===== config.mk =====
export PLATFORM = sky130hd
export DESIGN_NAME = fspr_regs
export DESIGN_NICKNAME = d
export VERILOG_FILES = /design/src/fspr_pkg.sv /design/src/fspr_pulse_timer.sv /design/src/fspr_regs.sv
export SDC_FILE = /design/constraint.sdc
export NUM_CORES = 1
export LEC_CHECK = 0
export BUFFER_PORTS_ARGS = -buffer_cell sky130_fd_sc_hd__buf_2
export CAP_MARGIN = 20
export CORE_MARGIN = 4
export CORE_UTILIZATION = 35
export DETAILED_ROUTE_END_ITERATION = 16
export GPL_TIMING_DRIVEN = 1
export PLACE_DENSITY = 0.67
export SLEW_MARGIN = 20
export SYNTH_ARGS = -nofsm -noshare
export SYNTH_HDL_FRONTEND = slang
export SYNTH_SLANG_ARGS = --single-unit

===== constraint.sdc =====
create_clock -name I_CLOCK -period 2.41 [get_ports I_CLOCK]
set_clock_uncertainty 0.15 [all_clocks]
set_input_delay 0.241 -clock I_CLOCK [delete_from_list [all_inputs] [get_ports I_CLOCK]]
set_output_delay 0.241 -clock I_CLOCK [all_outputs]
set_load 0.03 [all_outputs]

===== src/fspr_pkg.sv =====
// Package: register map, field layout, timing and operation encodings
package fspr_pkg;
  // Register byte addresses on the APB
  localparam logic [7:0] ADDR_ADDR_HIGH = 8'h00;
  localparam logic [7:0] ADDR_ADDR_LOW = 8'h04;
  localparam logic [7:0] ADDR_READ_BYTE = 8'h08;
  localparam logic [7:0] ADDR_WRITE_BYTE = 8'h0c;
  localparam logic [7:0] ADDR_PULSE_TIMING = 8'h10;
  localparam logic [7:0] ADDR_COMMAND = 8'h14;
  localparam logic [7:0] ADDR_STATUS = 8'h18;
  // Command register encodings
  localparam logic [2:0] CMD_READ = 3'h1;
  localparam logic [2:0] CMD_WRITE = 3'h2;
  localparam logic [2:0] CMD_PAGE_ERASE = 3'h3;
  localparam logic [2:0] CMD_MASS_ERASE = 3'h4;
  // Status fields
  localparam int STAT_BUSY_BIT = 0;
  localparam int STAT_BOOT_ROM_BIT = 1;
  // Reset values and timing field mask
  localparam logic [7:0] ADDR_RESET = 8'h00;
  localparam logic [7:0] TIMING_RESET_10MHZ = 8'h7b;
  localparam logic [6:0] TIMING_MASK = 7'h7f;
  // Flash layout
  localparam logic [15:0] OPTION_ALIAS_ADDR = 16'hffff;
  localparam logic [15:0] OPTION_PHYS_ADDR = 16'h7fff;
  localparam logic [15:0] FLASH_START_ADDR = 16'h0000;
  localparam int BOOT_ROM_BYTES = 1024;
  // Oscillator input cycles per timing unit: UNIT_COUNT, 8 times OSC_CYCLES_PER_UNIT (128)
  localparam int OSC_CYCLES_PER_UNIT = 16;
  localparam logic [11:0] UNIT_COUNT =
    12'(OSC_CYCLES_PER_UNIT * 8);
  // Flash port request and answer
  typedef enum logic [1:0] {FSPR_OP_READ, FSPR_OP_WRITE,
    FSPR_OP_PAGE_ERASE, FSPR_OP_MASS_ERASE} fspr_op_e;
  typedef struct packed {
    logic req;
    fspr_op_e op;
    logic [15:0] addr;
    logic [7:0] wdata;
  } fspr_flash_req_s;
  typedef struct packed {
    logic done;
    logic [7:0] rdata;
  } fspr_flash_rsp_s;
endpackage


===== src/fspr_pulse_timer.sv =====
// Pulse timer: counts oscillator input edges scaled by the timing code
module fspr_pulse_timer (
  // Clock and reset
  input wire logic i_clk,
  input wire logic i_rst,
  // Control
  input wire logic i_start,
  input wire logic [6:0] i_code,
  input wire logic i_osc_edge,
  // Status
  output logic o_done
);
  typedef struct packed {
    logic run;
    logic done;
    logic [6:0] units;
    logic [11:0] ticks;
  } fspr_tmr_s;
  fspr_tmr_s st_reg;
  fspr_tmr_s st_next;

  always_comb begin
    st_next = st_reg;
    st_next.done = 1'b0;
    if (i_start) begin
      st_next.run = 1'b1;
      st_next.units = (i_code == 7'h00) ? 7'h01 : i_code;
      st_next.ticks = fspr_pkg::UNIT_COUNT;
    end else if (st_reg.run && i_osc_edge) begin
      if (st_reg.ticks > 12'h001) begin
        st_next.ticks = st_reg.ticks - 12'h001;
      end else if (st_reg.units > 7'h01) begin
        st_next.units = st_reg.units - 7'h01;
        st_next.ticks = fspr_pkg::UNIT_COUNT;
      end else begin
        st_next.run = 1'b0;
        st_next.done = 1'b1;
      end
    end
  end

  always_ff @(posedge i_clk) begin
    if (i_rst) begin
      st_reg <= '0;
    end else begin
      st_reg <= st_next;
    end
  end

  assign o_done = st_reg.done;
endmodule


===== src/fspr_regs.sv =====
// Self-programming registers, operation sequencer and boot selection
module fspr_regs (
  // Clock and reset
  input wire logic I_CLOCK,
  input wire logic I_RST,
  // APB slave
  input wire logic i_psel,
  input wire logic i_penable,
  input wire logic i_pwrite,
  input wire logic [7:0] i_paddr,
  input wire logic [31:0] i_pwdata,
  output logic [31:0] o_prdata,
  output logic o_pready,
  output logic o_pslverr,
  // Boot source and oscillator input pins
  input wire logic i_boot_flag,
  input wire logic i_osc_clock_input,
  input wire logic i_serial_cmd_valid,
  // Flash array port
  input wire fspr_pkg::fspr_flash_rsp_s i_flash_rsp,
  output fspr_pkg::fspr_flash_req_s o_flash_req,
  output logic o_pulse_active,
  // Boot control
  output logic o_boot_rom,
  output logic [15:0] o_boot_vector,
  output logic o_serial_cmd_watch
);
  typedef enum logic [1:0] {ST_IDLE, ST_READ, ST_PULSE} fspr_state_e;
  typedef struct packed {
    fspr_state_e state;
    logic [7:0] addr_high;
    logic [7:0] addr_low;
    logic [7:0] read_byte;
    logic [7:0] write_byte;
    logic [6:0] timing;
    fspr_pkg::fspr_flash_req_s control;
    logic pulse;
    logic [31:0] prdata;
    logic pready;
    logic pslverr;
    logic boot_rom;
    logic boot_taken;
    logic [15:0] vector;
    logic watch;
    logic [2:0] osc_sync;
    logic start;
  } fspr_state_s;
  fspr_state_s st_reg;
  fspr_state_s st_next;
  logic timer_done;
  logic [15:0] target;
  logic setup;

  // Byte address from the two halves, option alias folded
  function automatic logic [15:0] fspr_target(input logic [7:0] hi,
                                              input logic [7:0] lo);
    logic [15:0] a;
    a = {hi, lo};
    if (a == fspr_pkg::OPTION_ALIAS_ADDR) begin
      a = fspr_pkg::OPTION_PHYS_ADDR;
    end
    return a;
  endfunction

  assign target = fspr_target(st_reg.addr_high, st_reg.addr_low);
  assign setup = i_psel && !i_penable;

  fspr_pulse_timer u_timer (
    .i_clk(I_CLOCK),
    .i_rst(I_RST),
    .i_start(st_reg.start),
    .i_code(st_reg.timing),
    .i_osc_edge(st_reg.osc_sync[1] && !st_reg.osc_sync[2]),
    .o_done(timer_done)
  );

  always_comb begin
    st_next = st_reg;
    st_next.start = 1'b0;
    st_next.control.req = 1'b0;
    st_next.pready = 1'b0;
    st_next.pslverr = 1'b0;
    st_next.osc_sync = {st_reg.osc_sync[1:0], i_osc_clock_input};
    // Boot source caught once after reset release
    if (!st_reg.boot_taken) begin
      st_next.boot_taken = 1'b1;
      st_next.boot_rom = !i_boot_flag;
      st_next.vector = fspr_pkg::FLASH_START_ADDR;
    end
    st_next.watch = st_reg.boot_rom && st_reg.boot_taken;
    // APB: no wait state, answer in first access phase cycle
    if (setup) begin
      st_next.pready = 1'b1;
      st_next.prdata = '0;
      case (i_paddr)
        fspr_pkg::ADDR_ADDR_HIGH: begin
          st_next.prdata[7:0] = st_reg.addr_high;
          if (i_pwrite) begin
            st_next.addr_high = i_pwdata[7:0];
          end
        end
        fspr_pkg::ADDR_ADDR_LOW: begin
          st_next.prdata[7:0] = st_reg.addr_low;
          if (i_pwrite) begin
            st_next.addr_low = i_pwdata[7:0];
          end
        end
        fspr_pkg::ADDR_READ_BYTE: begin
          st_next.prdata[7:0] = st_reg.read_byte;
        end
        fspr_pkg::ADDR_WRITE_BYTE: begin
          st_next.prdata[7:0] = st_reg.write_byte;
          if (i_pwrite) begin
            st_next.write_byte = i_pwdata[7:0];
          end
        end
        fspr_pkg::ADDR_PULSE_TIMING: begin
          st_next.prdata[6:0] = st_reg.timing;
          if (i_pwrite) begin
            st_next.timing = i_pwdata[6:0] & fspr_pkg::TIMING_MASK;
          end
        end
        fspr_pkg::ADDR_COMMAND: begin
          // Commands only taken while idle; internal control stays hidden
          if (i_pwrite && st_reg.state == ST_IDLE) begin
            st_next.control.addr = target;
            st_next.control.wdata = st_reg.write_byte;
            st_next.control.req = 1'b1;
            case (i_pwdata[2:0])
              fspr_pkg::CMD_READ: begin
                st_next.control.op = fspr_pkg::FSPR_OP_READ;
                st_next.state = ST_READ;
              end
              fspr_pkg::CMD_WRITE: begin
                st_next.control.op = fspr_pkg::FSPR_OP_WRITE;
                st_next.state = ST_PULSE;
                st_next.start = 1'b1;
              end
              fspr_pkg::CMD_PAGE_ERASE: begin
                st_next.control.op = fspr_pkg::FSPR_OP_PAGE_ERASE;
                st_next.state = ST_PULSE;
                st_next.start = 1'b1;
              end
              fspr_pkg::CMD_MASS_ERASE: begin
                st_next.control.op = fspr_pkg::FSPR_OP_MASS_ERASE;
                st_next.state = ST_PULSE;
                st_next.start = 1'b1;
              end
              default: begin
                st_next.control.req = 1'b0;
                st_next.pslverr = 1'b1;
              end
            endcase
          end else if (i_pwrite) begin
            st_next.pslverr = 1'b1;
          end
        end
        fspr_pkg::ADDR_STATUS: begin
          st_next.prdata[fspr_pkg::STAT_BUSY_BIT] = st_reg.state != ST_IDLE;
          st_next.prdata[fspr_pkg::STAT_BOOT_ROM_BIT] = st_reg.boot_rom;
        end
        default: begin
          st_next.pslverr = 1'b1;
        end
      endcase
    end
    // Operation sequencing
    case (st_reg.state)
      ST_IDLE: begin
        st_next.pulse = 1'b0;
      end
      ST_READ: begin
        if (i_flash_rsp.done) begin
          st_next.read_byte = i_flash_rsp.rdata;
          st_next.state = ST_IDLE;
        end
      end
      ST_PULSE: begin
        st_next.pulse = 1'b1;
        if (timer_done) begin
          st_next.pulse = 1'b0;
          st_next.state = ST_IDLE;
        end
      end
      default: begin
        st_next.state = ST_IDLE;
      end
    endcase
  end

  always_ff @(posedge I_CLOCK) begin
    if (I_RST) begin
      st_reg <= '0;
      st_reg.state <= ST_IDLE;
      st_reg.addr_high <= fspr_pkg::ADDR_RESET;
      st_reg.addr_low <= fspr_pkg::ADDR_RESET;
      st_reg.timing <= fspr_pkg::TIMING_RESET_10MHZ[6:0];
      st_reg.boot_rom <= 1'b1;
    end else begin
      st_reg <= st_next;
    end
  end

  assign o_prdata = st_reg.prdata;
  assign o_pready = st_reg.pready;
  assign o_pslverr = st_reg.pslverr;
  assign o_flash_req = st_reg.control;
  assign o_pulse_active = st_reg.pulse;
  assign o_boot_rom = st_reg.boot_rom;
  assign o_boot_vector = st_reg.vector;
  assign o_serial_cmd_watch = st_reg.watch;
endmodule


==> results.yml <==
placed_design:
  placed_cells: 810
  port_buffer_cells: 71
  placed_area_um2: 5480
  detail_placement_hpwl_um: 9050
  routability_congestion_estimate: 0.813
logic_synthesis:
  synthesis.instances: 598
  syn_area_um2: 5250
  synth-edff-count: 0
  ys_seq_area_share_pct: 40.8
  synthDistinctLibCells: 53
  avgSynthCellArea_um2: 8.78
  ys.warnings.count: 0
  ys.flop_type: "sky130_fd_sc_hd__dfxtp_1"
  yosys_register_bits: 107
  synthArstFlopShare_pct: 0
cts:
  cts_root_buffer: "sky130_fd_sc_hd__clkbuf_16"
  clk_latency_ps: 360
  cts_tree: "built"
  cts-buffers-inserted: 9
  cts_buffer_depth: 2
  clkSlewWorstSetupHoldPaths_ps: 80
  cts.htree.levels: 3
  number_of_clock_sinks_seen_by_cts: 107
global_route:
  grt_max_degree: 45
  antenna_found_initial: 0
  global_route.overflow_total: 0
  gr-usage-all-layers_pct: 14.5
  first_global_vias: 3761
  grt_first_pass_wirelength_um: 19300
floorplanning:
  count_of_pins_on_the_block_boundary: 137
  floorplan.die_area_um2: 17000
  placementRows: 44
  floorplan.die.height_um: 130
  initial_utilization_pct: 36.0
  core-area_um2: 14600
  dieWidth_um: 130
sta:
  report.final.slew_viol_count: 0
  post-route-period-util_pct: 99.8
  finalCriticalPeriod_ps: 2400
  fmax_mhz: 416
  maxSlewHeadroom_pct: 56.1
  setup-tns-final_ps: 0
  report.final.hold_viol_count: 0
  setup-violations-final: 0
  tightest_slew_ps: 657
  grt_setup_unrepaired: "true"
setup_path:
  ff2ff_setup_slack_ps: 5
  timing.critical_path.cells: "or4_4 > nor4_4 > nand3_4 > or4_4 > a31oi_4"
  cp_data_arrival_time_ps: 2540
  critical_path.top_delay_family: "simple AND/OR/NAND/NOR gates"
  worstSetupEndpointType: "register"
  critical_path.startpoint_type: "register"
  critical_path.max_stage_delay_ps: 570
  timing.critical_path.buf_inv: 0
  cp_data_required_time_ps: 2540
  critical_path_class: "register to register"
  cp_common_cell: "sky130_fd_sc_hd__or4_4"
  critical_path.slowest_cell: "sky130_fd_sc_hd__or4_4"
  crit_fanout: 7
run_status:
  run_status: "completed"
finish:
  layout.cells.non_filler: 835
  num_antenna_cells: 0
  post_route_cells_drive_above_1_share_pct: 21.2
  post-route-cell-area_um2: 5900
  fillCellCount: 1491
  largest_reg_flops: 44
  syn_to_final_growth_pct: 12.4
  design.final.nets: 708
detailed_routing:
  violation_count_after_the_first_detailed_routing_iteration: 243
  postRouteAntennaNets: 0
  via_count: 4018
  routed_length_per_placed_instance_um: 14.8
  totalWireLength_um: 12300
  vias_per_cell: 4.81
  first_pass_iters: 4
  drcViolationCount: 0
pwr:
  cellLeakagePower_nw: 2.55
  power_per_standard_cell_area_nw_per_um2: 591
  ir_worst_vdd_mv: 0.317
flow_run:
  drv_cap: 0
worst_hold_path:
  timing.hold.worst.class: "primary input to register"
==> final cells by class <==
class                           count  area, µm²  area share (%)
Tap cell                          184        230            3.90
Multi-Input combinational cell    415       2570            43.5
Clock buffer                        9        225            3.82
Clock inverter                      6       56.3           0.954
Timing Repair Buffer              105        646            10.9
Inverter                            9       33.8           0.573
Sequential cell                   107       2140            36.3
==> synth_stat cells, types with 2 or more instances <==
cell / count / area [µm²]
sky130_fd_sc_hd__buf_2: 5 / 25.0
sky130_fd_sc_hd__xor2_1: 7 / 61.3
sky130_fd_sc_hd__or3_1: 8 / 50.1
sky130_fd_sc_hd__mux4_2: 3 / 67.6
sky130_fd_sc_hd__buf_6: 2 / 22.5
sky130_fd_sc_hd__dfxtp_1: 107 / 2140
sky130_fd_sc_hd__and3_1: 5 / 31.3
sky130_fd_sc_hd__o2111ai_1: 3 / 26.3
sky130_fd_sc_hd__nor4_1: 4 / 25.0
sky130_fd_sc_hd__nand3_1: 8 / 40.0
sky130_fd_sc_hd__a31oi_1: 7 / 43.8
sky130_fd_sc_hd__mux2i_1: 53 / 531
sky130_fd_sc_hd__nand2_1: 70 / 263
sky130_fd_sc_hd__nor2_1: 67 / 251
sky130_fd_sc_hd__a311oi_1: 2 / 17.5
sky130_fd_sc_hd__or4_4: 2 / 22.5
sky130_fd_sc_hd__o21ai_0: 14 / 70.1
sky130_fd_sc_hd__nor3_1: 8 / 40.0
sky130_fd_sc_hd__nand4_1: 6 / 37.5
sky130_fd_sc_hd__a211oi_1: 11 / 82.6
sky130_fd_sc_hd__or2_2: 3 / 18.8
sky130_fd_sc_hd__buf_4: 75 / 563
sky130_fd_sc_hd__inv_1: 9 / 33.8
sky130_fd_sc_hd__clkbuf_1: 23 / 86.3
sky130_fd_sc_hd__a21oi_1: 43 / 215
sky130_fd_sc_hd__nor2b_1: 6 / 37.5
sky130_fd_sc_hd__nand2b_1: 2 / 12.5
sky130_fd_sc_hd__a31o_2: 2 / 17.5
sky130_fd_sc_hd__xnor2_1: 3 / 26.3
sky130_fd_sc_hd__mux2_2: 2 / 22.5
sky130_fd_sc_hd__ha_1: 4 / 50.1
sky130_fd_sc_hd__or4_1: 7 / 52.6
sky130_fd_sc_hd__nand3b_1: 4 / 30.0
sky130_fd_sc_hd__o31ai_1: 4 / 30.0
==> repair_timing <==
action	CTS	global route
hold buffers	9	0
hold endpoints to repair	9	0
gates resized for setup	0	8
buffers inserted	0	1
setup endpoints to repair	0	4
==> path summary, 6_finish.rpt <==
kind	from	to	cells past startpoint
setup / recovery	u_timer.st_reg[8]	u_timer.st_reg[15]	5
hold / removal	i_pwdata[7]	st_reg[99]	3
setup reg to reg	u_timer.st_reg[8]	u_timer.st_reg[15]	5
hold reg to reg	o_flash_req[2]	o_flash_req[2]	2
==> through the flow <==
stage	utilization (%)	hold WS (ps)	setup slack, ps	power, W
global route	40.4	7.77	-67.8	0.00362
global placement	37.5	270	71.4	0.00209
finish	40.4	11.6	5.46	0.00348
floorplan	-	188	189	0.00207
CTS	40.1	2.20	22.6	0.00352
detailed placement	37.5	293	36.8	0.00209
==> report_power, final <==
group | internal (W) | switching (W)
clock | 0.000719 | 0.000703
combinational | 0.0000705 | 0.000206
sequential | 0.00178 | 0.00000655
==> tightest hold or removal path, cell delays in order <==
cell,delay [ps]
sky130_fd_sc_hd__buf_2,110
sky130_fd_sc_hd__mux2i_1,60
sky130_fd_sc_hd__nor2_1,70
==> placed cells by master (no fill, tap or decap), types with 2 or more instances in the layout <==
cell type,n
sky130_fd_sc_hd__or4_1,6
sky130_fd_sc_hd__o31ai_1,3
sky130_fd_sc_hd__nand2_1,70
sky130_fd_sc_hd__inv_6,2
sky130_fd_sc_hd__a311oi_1,2
sky130_fd_sc_hd__a211oi_1,11
sky130_fd_sc_hd__dfxtp_1,107
sky130_fd_sc_hd__a31oi_1,6
sky130_fd_sc_hd__mux2_2,2
sky130_fd_sc_hd__conb_1,40
sky130_fd_sc_hd__nor4_1,4
sky130_fd_sc_hd__nand3_1,8
sky130_fd_sc_hd__o21ai_0,13
sky130_fd_sc_hd__dlygate4sd3_1,9
sky130_fd_sc_hd__a21oi_1,43
sky130_fd_sc_hd__or2_2,3
sky130_fd_sc_hd__buf_2,71
sky130_fd_sc_hd__mux4_2,3
sky130_fd_sc_hd__nand4_1,6
sky130_fd_sc_hd__nor2_1,67
sky130_fd_sc_hd__or3_4,2
sky130_fd_sc_hd__nor2b_1,6
sky130_fd_sc_hd__nor3_1,8
sky130_fd_sc_hd__or4_4,3
sky130_fd_sc_hd__ha_1,4
sky130_fd_sc_hd__clkbuf_16,9
sky130_fd_sc_hd__xor2_1,7
sky130_fd_sc_hd__inv_8,2
sky130_fd_sc_hd__nand2b_1,2
sky130_fd_sc_hd__xnor2_1,3
sky130_fd_sc_hd__buf_4,24
sky130_fd_sc_hd__nand3b_1,4
sky130_fd_sc_hd__or3_1,6
sky130_fd_sc_hd__and3_1,5
sky130_fd_sc_hd__o2111ai_1,3
sky130_fd_sc_hd__inv_1,9
sky130_fd_sc_hd__mux2i_1,53
==> logic make-up after synthesis <==
| logic type | Yosys count | synth area share (%) |
|---|---|---|
| buffers and inverters | 115 | 14.0 |
| flip-flops | 107 | 40.8 |
| AND/OR/NAND/NOR | 211 | 20.0 |
| multiplexers | 58 | 11.8 |
| adder cells (fa/ha/maj) | 4 | 0.954 |
| XOR/XNOR | 10 | 1.67 |
| other | 1 | 0.0715 |
| AO/OA/AOI/OAI | 92 | 10.6 |
==> per-layer routing <==
metal	part of all wire, %	global-route usage [%]	up-vias
met2	48	23.3	81
met4	1.4	4.23	0
li1	-	-	2053
met1	46	19.2	1872
met5	0	0	-
met3	4.5	3.98	12
(Power assumes the default switching activity.)
